<file path="src/cbnf_pkg.sv">
package cbnf_pkg;
    localparam int unsigned PC_W = 21;
    localparam int unsigned WORD_W = 16;
    localparam logic [7:0] OP_OVF_CLR = 8'he5;
    localparam logic [7:0] OP_ZERO_CLR = 8'he1;
    localparam logic [7:0] OP_NEG_CLR = 8'he7;
    localparam logic [PC_W-1:0] PC_STEP = 21'h000002;
    localparam logic [PC_W-1:0] PC_RESET = 21'h000000;
    localparam int unsigned OPC_HI = 15;
    localparam int unsigned OPC_LO = 8;
    localparam int unsigned OFS_HI = 7;
    localparam int unsigned OFS_LO = 0;
    localparam int unsigned FLAG_CARRY = 0;
    localparam int unsigned FLAG_ZERO = 2;
    localparam int unsigned FLAG_OVF = 3;
    localparam int unsigned FLAG_NEG = 4;
    localparam int unsigned FLAG_W = 5;
    typedef enum logic [1:0] {
        CBNF_KIND_NONE,
        CBNF_KIND_OVF,
        CBNF_KIND_ZERO,
        CBNF_KIND_NEG
    } cbnf_kind_t;
    typedef enum logic {
        CBNF_ST_RUN,
        CBNF_ST_FLUSH
    } cbnf_state_t;
endpackage : cbnf_pkg

</file>
<file path="src/cbnf_dec_if.sv">
`timescale 1ns/10ps
interface cbnf_dec_if;
    logic [cbnf_pkg::WORD_W-1:0] word;
    logic [cbnf_pkg::FLAG_W-1:0] flags;
    logic hit;
    logic take;
    logic signed [cbnf_pkg::PC_W-1:0] disp;
    modport dec (input word, input flags, output hit, output take, output disp);
    modport core (output word, output flags, input hit, input take, input disp);
endinterface : cbnf_dec_if

</file>
<file path="src/cbnf_decode.sv">
`timescale 1ns/10ps
module cbnf_decode (
    cbnf_dec_if.dec bus
);
    cbnf_pkg::cbnf_kind_t kind;
    logic [cbnf_pkg::OFS_HI:cbnf_pkg::OFS_LO] ofs;

    always_comb begin
        case (bus.word[cbnf_pkg::OPC_HI:cbnf_pkg::OPC_LO])
            cbnf_pkg::OP_OVF_CLR: kind = cbnf_pkg::CBNF_KIND_OVF;
            cbnf_pkg::OP_ZERO_CLR: kind = cbnf_pkg::CBNF_KIND_ZERO;
            cbnf_pkg::OP_NEG_CLR: kind = cbnf_pkg::CBNF_KIND_NEG;
            default: kind = cbnf_pkg::CBNF_KIND_NONE;
        endcase
    end

    always_comb begin
        case (kind)
            cbnf_pkg::CBNF_KIND_OVF: bus.take = ~bus.flags[cbnf_pkg::FLAG_OVF];
            cbnf_pkg::CBNF_KIND_ZERO: bus.take = ~bus.flags[cbnf_pkg::FLAG_ZERO];
            cbnf_pkg::CBNF_KIND_NEG: bus.take = ~bus.flags[cbnf_pkg::FLAG_NEG];
            default: bus.take = 1'h0;
        endcase
    end

    assign bus.hit = (kind != cbnf_pkg::CBNF_KIND_NONE);
    assign ofs = bus.word[cbnf_pkg::OFS_HI:cbnf_pkg::OFS_LO];
    // Sign-extended offset doubled to a byte displacement.
    assign bus.disp = {{(cbnf_pkg::PC_W-cbnf_pkg::OFS_HI-2){ofs[cbnf_pkg::OFS_HI]}}, ofs, 1'h0};
endmodule : cbnf_decode

</file>
<file path="src/cbnf_branch.sv">
`timescale 1ns/10ps
module cbnf_branch (
    input wire logic clk_i,
    input wire logic reset_i,
    input wire logic instr_valid_i,
    input wire logic [cbnf_pkg::WORD_W-1:0] instr_i,
    input wire logic [cbnf_pkg::PC_W-1:0] instr_addr_i,
    input wire logic [cbnf_pkg::FLAG_W-1:0] status_i,
    output logic branch_hit_o,
    output logic pc_write_o,
    output logic [cbnf_pkg::PC_W-1:0] pc_target_o,
    output logic flush_o,
    output logic busy_o,
    output logic done_o,
    output logic [cbnf_pkg::FLAG_W-1:0] status_o
);
    ////////////////////////////////////////////////////////////////////////
    cbnf_dec_if dec_bus ();
    cbnf_pkg::cbnf_state_t state_q;
    cbnf_pkg::cbnf_state_t state_d;
    logic accept;
    logic take_now;
    logic skip_now;
    logic [cbnf_pkg::PC_W-1:0] seq_addr;
    logic [cbnf_pkg::PC_W-1:0] jump_addr;
    logic hit_q;
    logic hit_d;
    logic pc_wr_q;
    logic pc_wr_d;
    logic [cbnf_pkg::PC_W-1:0] target_q;
    logic [cbnf_pkg::PC_W-1:0] target_d;
    logic flush_q;
    logic flush_d;
    logic busy_q;
    logic busy_d;
    logic done_q;
    logic done_d;
    logic [cbnf_pkg::FLAG_W-1:0] status_q;
    logic [cbnf_pkg::FLAG_W-1:0] status_d;

    ////////////////////////////////////////////////////////////////////////
    // The decoder sees the offered word and the live status flags.
    assign dec_bus.word = instr_i;
    assign dec_bus.flags = status_i;

    cbnf_decode u_decode (
        .bus(dec_bus)
    );

    ////////////////////////////////////////////////////////////////////////
    // A new word is accepted only outside the no-operation cycle.
    assign accept = instr_valid_i && (state_q == cbnf_pkg::CBNF_ST_RUN);
    assign take_now = accept && dec_bus.hit && dec_bus.take;
    assign skip_now = accept && dec_bus.hit && !dec_bus.take;

    // The fall-through address is the incremented program counter.
    assign seq_addr = instr_addr_i + cbnf_pkg::PC_STEP;
    assign jump_addr = seq_addr + dec_bus.disp;

    ////////////////////////////////////////////////////////////////////////
    // A taken branch spends one extra cycle in the no-operation state.
    always_comb begin
        case (state_q)
            cbnf_pkg::CBNF_ST_RUN: begin
                if (take_now) begin
                    state_d = cbnf_pkg::CBNF_ST_FLUSH;
                end else begin
                    state_d = cbnf_pkg::CBNF_ST_RUN;
                end
            end
            cbnf_pkg::CBNF_ST_FLUSH: state_d = cbnf_pkg::CBNF_ST_RUN;
            default: state_d = cbnf_pkg::CBNF_ST_RUN;
        endcase
    end

    always_ff @(posedge clk_i) begin
        if (reset_i) begin
            state_q <= cbnf_pkg::CBNF_ST_RUN;
        end else begin
            state_q <= state_d;
        end
    end

    ////////////////////////////////////////////////////////////////////////
    // Pulse for an accepted word that is one of the three branches.
    always_comb begin
        if (accept && dec_bus.hit) begin
            hit_d = 1'h1;
        end else begin
            hit_d = 1'h0;
        end
    end

    always_ff @(posedge clk_i) begin
        if (reset_i) begin
            hit_q <= 1'h0;
        end else begin
            hit_q <= hit_d;
        end
    end

    ////////////////////////////////////////////////////////////////////////
    // Program counter write strobe, raised only for a taken branch.
    always_comb begin
        if (take_now) begin
            pc_wr_d = 1'h1;
        end else begin
            pc_wr_d = 1'h0;
        end
    end

    always_ff @(posedge clk_i) begin
        if (reset_i) begin
            pc_wr_q <= 1'h0;
        end else begin
            pc_wr_q <= pc_wr_d;
        end
    end

    ////////////////////////////////////////////////////////////////////////
    // Target address, held while no word is accepted.
    always_comb begin
        if (take_now) begin
            target_d = jump_addr;
        end else if (accept) begin
            target_d = seq_addr;
        end else begin
            target_d = target_q;
        end
    end

    always_ff @(posedge clk_i) begin
        if (reset_i) begin
            target_q <= cbnf_pkg::PC_RESET;
        end else begin
            target_q <= target_d;
        end
    end

    ////////////////////////////////////////////////////////////////////////
    // Marks the no-operation second cycle of a taken branch.
    always_comb begin
        if (state_d == cbnf_pkg::CBNF_ST_FLUSH) begin
            flush_d = 1'h1;
        end else begin
            flush_d = 1'h0;
        end
    end

    always_ff @(posedge clk_i) begin
        if (reset_i) begin
            flush_q <= 1'h0;
        end else begin
            flush_q <= flush_d;
        end
    end

    ////////////////////////////////////////////////////////////////////////
    // Tells the fetch side that an offered word is ignored this cycle.
    always_comb begin
        if (state_d == cbnf_pkg::CBNF_ST_FLUSH) begin
            busy_d = 1'h1;
        end else begin
            busy_d = 1'h0;
        end
    end

    always_ff @(posedge clk_i) begin
        if (reset_i) begin
            busy_q <= 1'h0;
        end else begin
            busy_q <= busy_d;
        end
    end

    ////////////////////////////////////////////////////////////////////////
    // Completion pulse after one cycle, or after two when taken.
    always_comb begin
        if (skip_now) begin
            done_d = 1'h1;
        end else if (state_q == cbnf_pkg::CBNF_ST_FLUSH) begin
            done_d = 1'h1;
        end else begin
            done_d = 1'h0;
        end
    end

    always_ff @(posedge clk_i) begin
        if (reset_i) begin
            done_q <= 1'h0;
        end else begin
            done_q <= done_d;
        end
    end

    ////////////////////////////////////////////////////////////////////////
    // Status passes through unchanged by these branches.
    always_comb begin
        status_d = status_i;
    end

    always_ff @(posedge clk_i) begin
        if (reset_i) begin
            status_q <= '0;
        end else begin
            status_q <= status_d;
        end
    end

    ////////////////////////////////////////////////////////////////////////
    // Every output comes straight from its register.
    assign branch_hit_o = hit_q;
    assign pc_write_o = pc_wr_q;
    assign pc_target_o = target_q;
    assign flush_o = flush_q;
    assign busy_o = busy_q;
    assign done_o = done_q;
    assign status_o = status_q;
endmodule : cbnf_branch

</file>
<file path="config.mk">
export PLATFORM = sky130hd
export DESIGN_NAME = cbnf_branch
export DESIGN_NICKNAME = d
export VERILOG_FILES = /design/src/cbnf_pkg.sv /design/src/cbnf_dec_if.sv /design/src/cbnf_decode.sv /design/src/cbnf_branch.sv
export SDC_FILE = /design/constraint.sdc
export NUM_CORES = 1
export LEC_CHECK = 0
export ABC_AREA = 1
export BUFFER_PORTS_ARGS = -buffer_cell sky130_fd_sc_hd__buf_2
export CAP_MARGIN = 0
export CORE_MARGIN = 10
export CORE_UTILIZATION = 45
export DETAILED_ROUTE_END_ITERATION = 7
export MAX_ROUTING_LAYER = met4
export PLACE_DENSITY_LB_ADDON = 0.1
export RECOVER_POWER = 50
export SLEW_MARGIN = 10
export SYNTH_ARGS = -nofsm -noshare
export SYNTH_HDL_FRONTEND = slang
export SYNTH_SLANG_ARGS = --single-unit
</file>
<file path="constraint.sdc">
create_clock -name clk_i -period 2.4 [get_ports clk_i]
set_clock_uncertainty 0.15 [all_clocks]
set_input_delay 0.24 -clock clk_i [delete_from_list [all_inputs] [get_ports clk_i]]
set_output_delay 0.24 -clock clk_i [all_outputs]
set_load 0.03 [all_outputs]
</file>
==> results.sh, run 1 <==
export IMPL_hp_class="input pin to flop"
export IMPL_grt_overflow=0
export IMPL_setup_viol_count_final=0
export IMPL_syn2layout_area_growth_pct=61.75
export IMPL_synth_top_area_cell="dfxtp_1"
export IMPL_synth_adder_area_share=0.1092
export IMPL_timing_fmax_ghz=0.4262
export IMPL_cts_max_level=2
export IMPL_worstMarginPinSlew_ps=529.3
export IMPL_synthCells=476
export IMPL_design_area_mm2=0.004746
export IMPL_route_detailed_drc=0
export IMPL_peakVddDrop_v=0.0005009
export IMPL_dp_slack_ps=-510.2
export IMPL_avgRoutedWirePerCell_um=14.21
export IMPL_syn_area_mm2=0.002934
export IMPL_rsz0062_at_grt="true"
export IMPL_coreArea_mm2=0.006350
export IMPL_seq_area_frac_synth=0.2047
export IMPL_status="finished clean"
export IMPL_max_cap_violations=0
export IMPL_r2r_worst_path_cells=6
export IMPL_synthSimpleGateAreaFrac=0.3625
export IMPL_critPathSlowestCell="ha_4"
export IMPL_placementRows=29
export IMPL_tritoncts="built"
export IMPL_yosysWarnings=0
export IMPL_cts_buffer_depth=2
export IMPL_async_reset_ff_frac=0
export IMPL_first_pass_iters=4
export IMPL_synth_top_family_by_area="simple AND/OR/NAND/NOR gates"
export IMPL_nets=719
export IMPL_grt_max_degree=26
export IMPL_track_usage=0.2002
export IMPL_fin_total_pwr_w=0.001812
export IMPL_fillers=543
export IMPL_clk_latency_ps=280
export IMPL_diodes=0
export IMPL_drt_first_iter_violations=122
export IMPL_grt_pass1_wl_um=16260
export IMPL_drive_gt1_frac=0.4622
export IMPL_synth_top_area_share=0.2047
export IMPL_crit_type="input pin to flop"
export IMPL_crit_chain="buf_12 -> ha_4 -> nand3_4 -> nor3_4 -> inv_2 -> nor2_4 -> inv_2 -> o21ai_2 -> inv_2 -> ha_4 -> nand2_4 -> nor2_4 -> nand2_1 -> nor2_1 -> nand2_1 -> nand3_1 -> nand2_1 -> nand4_1 -> nand3_1 -> nand2_1 -> inv_1"
export IMPL_min_to="status_o[1]$_SDFF_PP0_"
export IMPL_yosys_area_share_xor_xnor=0.05330
export IMPL_numCtsBuffers=5
export IMPL_hold_start="status_i[1]"
export IMPL_power_density_mw_per_mm2=381.8
export IMPL_r2r_end="pc_target_o[6]$_SDFFE_PP0P_"
export IMPL_io_buffers=75
export IMPL_critPathMostFrequentCell="nand2_1"
export IMPL_dieArea_mm2=0.01015
export IMPL_whs_path_depth=3
export IMPL_ios=76
export IMPL_required_ps=2440
export IMPL_crit_path_end_kind="flop"
export IMPL_dp_cells=705
export IMPL_cpPeakStageDelay_ps=310
export IMPL_ys_ff_latch=30
export IMPL_r2r_slack_ps=480
export IMPL_worstPathMaxFanout=5
export IMPL_num_vias=3625
export IMPL_synth_avg_cell_area_um2=6.164
export IMPL_dp_hpwl_um=8321
export IMPL_synthTopCellsByArea="dfxtp_1, nand2_1, ha_1"
export IMPL_synth_edff_count=0
export IMPL_setup_slack_ps=53.87
export IMPL_period_share=0.9776
export IMPL_finalHoldViolCount=0
export IMPL_fp_dieW_um=100.7
export IMPL_rr_startpoint="state_q$_SDFF_PP0_"
export IMPL_place_area_mm2=0.004060
export IMPL_clock_root_buffer="clkbuf_8"
export IMPL_fp_dieH_um=100.7
export IMPL_slew_violations=0
export IMPL_p_leak_nw=2.392
export IMPL_slew_headroom=0.6471
export IMPL_clk_pin_slew_ps=60
export IMPL_cp_start_kind="input pin"
export IMPL_ys_flop_type="dfxtp_1"
export IMPL_synth_cell_types=41
export IMPL_gp_congestion=0.9379
export IMPL_grt_pass1_vias=3589
export IMPL_syn_num_nets=546
export IMPL_cp_arrival_ps=2380
export IMPL_clock_sinks=30
export IMPL_synth_mux_area_frac=0
export IMPL_antenna_found_initial=0
export IMPL_viasPerCell=4.993
export IMPL_stdcell_count=726
export IMPL_synth_compound_area_frac=0.1629
export IMPL_setup_tns_ps=0
export IMPL_totalWireLength_um=10310
export IMPL_fin_crit_ps=2346
export IMPL_drtAntennaViolNets=0
export IMPL_start_util=0.4621
-- registers in the layout, summed over array words and instances (netlist names) --
signal / cells
done_o: 1
pc_write_o: 1
status_o: 5
branch_hit_o: 1
pc_target_o: 21
state_q: 1
-- synth_stat cells, types with 2 or more instances --
library cell / number
nand3_1: 35
nor3_4: 2
dfxtp_1: 30
or2_2: 2
a21o_1: 3
buf_4: 2
ha_1: 24
a21oi_1: 42
inv_2: 4
inv_1: 64
nand4_1: 5
o21bai_1: 3
a21oi_2: 6
o21ai_1: 4
nand3_2: 2
nor3_1: 6
o211ai_1: 3
xor2_1: 14
nand2_1: 129
o21ai_0: 17
xnor2_1: 2
nor2_2: 2
nor2_1: 50
nand2_2: 4
clkbuf_1: 5
-- placed cells by master (no fill, tap or decap), types with 4 or more instances in the layout --
| cell | Yosys | routed |
|---|---|---|
| a21oi_1 | 42 | 29 |
| a21oi_2 | 6 | 16 |
| buf_2 | 1 | 70 |
| buf_4 | 2 | 101 |
| clkbuf_8 | 0 | 5 |
| dfxtp_1 | 30 | 30 |
| ha_1 | 24 | 11 |
| ha_4 | 0 | 13 |
| inv_1 | 64 | 55 |
| inv_2 | 4 | 12 |
| nand2_1 | 129 | 110 |
| nand2_2 | 4 | 19 |
| nand2_4 | 1 | 5 |
| nand3_1 | 35 | 28 |
| nand3_2 | 2 | 7 |
| nand4_1 | 5 | 5 |
| nor2_1 | 50 | 37 |
| nor2_2 | 2 | 9 |
| nor2_4 | 1 | 7 |
| nor3_1 | 6 | 5 |
| o21ai_0 | 17 | 14 |
| o21ai_1 | 4 | 4 |
| xor2_1 | 14 | 8 |
| xor2_2 | 0 | 6 |
-- critical path, delay by kind of cell --
kind	cells	cell delay [ps]
AND/OR/NAND/NOR	13	1250
buffers and inverters	5	310
adder cells (fa/ha/maj)	2	450
AO/OA/AOI/OAI	1	110
-- power by group --
part           leakage [nW]  switching, W  internal (W)
Sequential            0.248     0.0000114      0.000526
Combinational          2.10      0.000490      0.000407
Clock                0.0438      0.000184      0.000194
-- routing by layer --
layer / track usage / up-vias / wire length [µm]
met3: 0.02469 / 18 / 288
li1: - / 1879 / -
met2: 0.3548 / 81 / 5428
met5: - / - / 0
met1: 0.2292 / 1647 / 4368
met4: 0.05761 / 0 / 229
-- layout make-up --
cell class                 instances  area, µm²  area share
sequential                        30      600.6      0.1265
inverter                          70      267.8     0.05642
clock buffer                       5      68.82     0.01450
tap                               77      96.34     0.02030
clock inverter                     2      10.01    0.002109
timing repair buffer             175       1166      0.2457
multi-input combinational        367       2536      0.5344
-- through the flow --
| step | hold slack (ps) | util |
|---|---|---|
| 5_1_grt | 17.38 | 0.7474 |
| 4_1_cts | 6.609 | 0.6676 |
| 6_report | 9.179 | 0.7474 |
| 3_5_place_dp | 301.4 | 0.6394 |
| 3_3_place_gp | 289.4 | 0.6394 |
| 2_1_floorplan | 197.0 | - |
-- repair_timing --
item                                    4_1_cts  5_1_grt
hold buffers                                  0        0
buffers inserted                              1       13
endpoints found under the setup margin       11       14
pin swaps                                     7       39
gates resized for setup                      20       97
-- cell families (layout without fill, tap and decap cells) --
logic type	Yosys count	count (layout)
compound gates	83	83
flops	30	30
xor+xnor	17	17
simple gates	242	242
fa+ha+maj	25	25
buf+inv	79	252
-- worst max-delay path by stage --
stage                          startpoint                      endpoint  slack [ps]  cells past startpoint
after floorplan           instr_addr_i[2]  pc_target_o[20]$_SDFFE_PP0P_         -20                     19
after global placement    instr_addr_i[1]  pc_target_o[16]$_SDFFE_PP0P_        -520                     17
after detailed placement  instr_addr_i[1]  pc_target_o[16]$_SDFFE_PP0P_        -510                     17
after CTS                 instr_addr_i[3]  pc_target_o[16]$_SDFFE_PP0P_         -20                     16
after global routing      instr_addr_i[9]  pc_target_o[19]$_SDFFE_PP0P_        -180                     17
final                     instr_addr_i[1]  pc_target_o[20]$_SDFFE_PP0P_          50                     21
No activity file was read; power rests on OpenSTA's default activity.
==> inputs of run 2 (changes only) <==
--- a/config.mk
+++ b/config.mk
@@ -12,7 +12,7 @@
 export CORE_UTILIZATION = 45
 export DETAILED_ROUTE_END_ITERATION = 7
 export MAX_ROUTING_LAYER = met4
-export PLACE_DENSITY_LB_ADDON = 0.1
+export PLACE_DENSITY = 0.72
 export RECOVER_POWER = 50
 export SLEW_MARGIN = 10
 export SYNTH_ARGS = -nofsm -noshare
==> results.sh, run 2 (same netlist as run 1, synthesis figures left out) <==
export IMPL_nets=713
export IMPL_layout_common_cells="nand2_1, buf_4, inv_1"
export IMPL_power_density_mw_per_mm2=415.3
export IMPL_avgRoutedWirePerCell_um=14.35
export IMPL_cp_start_kind="input pin"
export IMPL_violations="setup timing"
export IMPL_ios=76
export IMPL_multi_input_area_mm2=0.002487
export IMPL_totalWireLength_um=10350
export IMPL_fin_total_pwr_w=0.001925
export IMPL_clock_root_buffer="clkbuf_8"
export IMPL_coreArea_mm2=0.006350
export IMPL_gp_congestion=1.017
export IMPL_drtAntennaViolNets=0
export IMPL_finalHoldViolCount=0
export IMPL_route_detailed_drc=0
export IMPL_layout_area_seq_um2=600.6
export IMPL_timing_fmax_ghz=0.3996
export IMPL_dieArea_mm2=0.01015
export IMPL_hp_class="input pin to flop"
export IMPL_drive_gt1_frac=0.4193
export IMPL_io_buffers=75
export IMPL_grt_max_degree=21
export IMPL_required_ps=2440
export IMPL_syn2layout_area_growth_pct=57.95
export IMPL_placementRows=29
export IMPL_final_core_util=0.7299
export IMPL_hold_buffers=0
export IMPL_track_usage=0.1963
export IMPL_largest_reg_flops=21
export IMPL_slew_violations=0
export IMPL_crit_type="input pin to flop"
export IMPL_crit_path_end_kind="flop"
export IMPL_antenna_found_initial=0
export IMPL_numCtsBuffers=5
export IMPL_status="complete, but fails checks"
export IMPL_grt_pass1_wl_um=16100
export IMPL_r2r_slack_ps=490
export IMPL_fillers=534
export IMPL_drt_first_iter_violations=232
export IMPL_viasPerCell=5.060
export IMPL_setup_viol_count_final=1
export IMPL_clk_pin_slew_ps=70
export IMPL_setup_slack_ps=-102.4
export IMPL_peakVddDrop_v=0.0005157
export IMPL_fp_dieH_um=100.7
export IMPL_clock_sinks=30
export IMPL_worstMarginPinSlew_ps=505.5
export IMPL_cts_buffer_depth=2
export IMPL_fin_crit_ps=2502
export IMPL_rsz0062_at_grt="true"
export IMPL_dp_hpwl_um=8111
export IMPL_cp_arrival_ps=2540
export IMPL_diodes=0
export IMPL_num_vias=3648
export IMPL_final_common_cell="nand2_1"
export IMPL_period_share=1.043
export IMPL_worstPathMaxFanout=4
export IMPL_grt_pass1_vias=3550
export IMPL_slew_headroom=0.6630
export IMPL_start_util=0.4621
export IMPL_first_pass_iters=5
export IMPL_fp_dieW_um=100.7
export IMPL_max_cap_violations=0
export IMPL_clk_latency_ps=290
export IMPL_p_leak_nw=2.293
export IMPL_grt_overflow=0
export IMPL_tritoncts="built"
export IMPL_cts_max_level=2
run 2: final cells by class:
cell class,instances,share of cell area
flip-flops and latches,30,0.1296
multi-input cells,367,0.5367
clock inverters,3,0.008639
clock buffers,5,0.01485
well taps,77,0.02079
inverters,70,0.05724
repair buffers,169,0.2322
run 2: path summary, 6_finish.rpt:
path | cells after the start | endpoint | startpoint
setup / recovery | 19 | pc_target_o[20]$_SDFFE_PP0P_ | instr_addr_i[10]
hold / removal | 3 | status_o[1]$_SDFF_PP0_ | status_i[1]
setup reg to reg | 11 | pc_target_o[20]$_SDFFE_PP0P_ | state_q$_SDFF_PP0_
hold reg to reg | 2 | pc_target_o[8]$_SDFFE_PP0P_ | pc_target_o[8]$_SDFFE_PP0P_
run 2: metrics by stage:
step           TNS (ps)  cells  instance area [µm²]  setup WS, ps  hold slack (ps)
4_1_cts               0    714                 4263         2.018            12.98
2_1_floorplan    -16.02    476                 2993        -16.02            197.0
6_report         -102.4    721                 4634        -102.4            19.70
3_3_place_gp      -3636    701                 4030        -403.5            296.2
5_1_grt           -1248    721                 4634        -270.7            20.79
3_5_place_dp      -4436    701                 4030        -470.8            302.2
run 2: repair_timing:
item | CTS | global route
pin swaps | 8 | 30
resized for setup | 16 | 84
buffers inserted | 5 | 7
hold endpoints to repair | 0 | 0
setup endpoints to repair | 8 | 14
run 2: critical path: stages:
cell and delay [ps]:
buf_2 90, nand2_1 110, nor2_1 310, nand2_1 90
nor2_1 130, nand2_1 120, xor2_2 180, buf_4 160
ha_1 190, a21oi_1 210, nand2_2 90, a21oi_4 130
nand3_2 80, nand2_1 80, nand3_1 80, nand2_1 60
nand3_1 80, nand2_1 80, inv_1 30
run 2: per-layer routing:
layer	part of all wire	global-route usage	routed length [µm]	vias up
li1	-	-	-	1860
met1	0.42	0.2304	4386	1679
met2	0.52	0.3356	5346	91
met3	0.035	0.02743	365	18
met4	0.024	0.06304	251	0
met5	0	-	0	-
run 2: report_power, final:
group          internal, W  switching [W]
logic             0.000387       0.000493
clock network     0.000305       0.000202
registers         0.000525      0.0000116
total              0.00122       0.000707
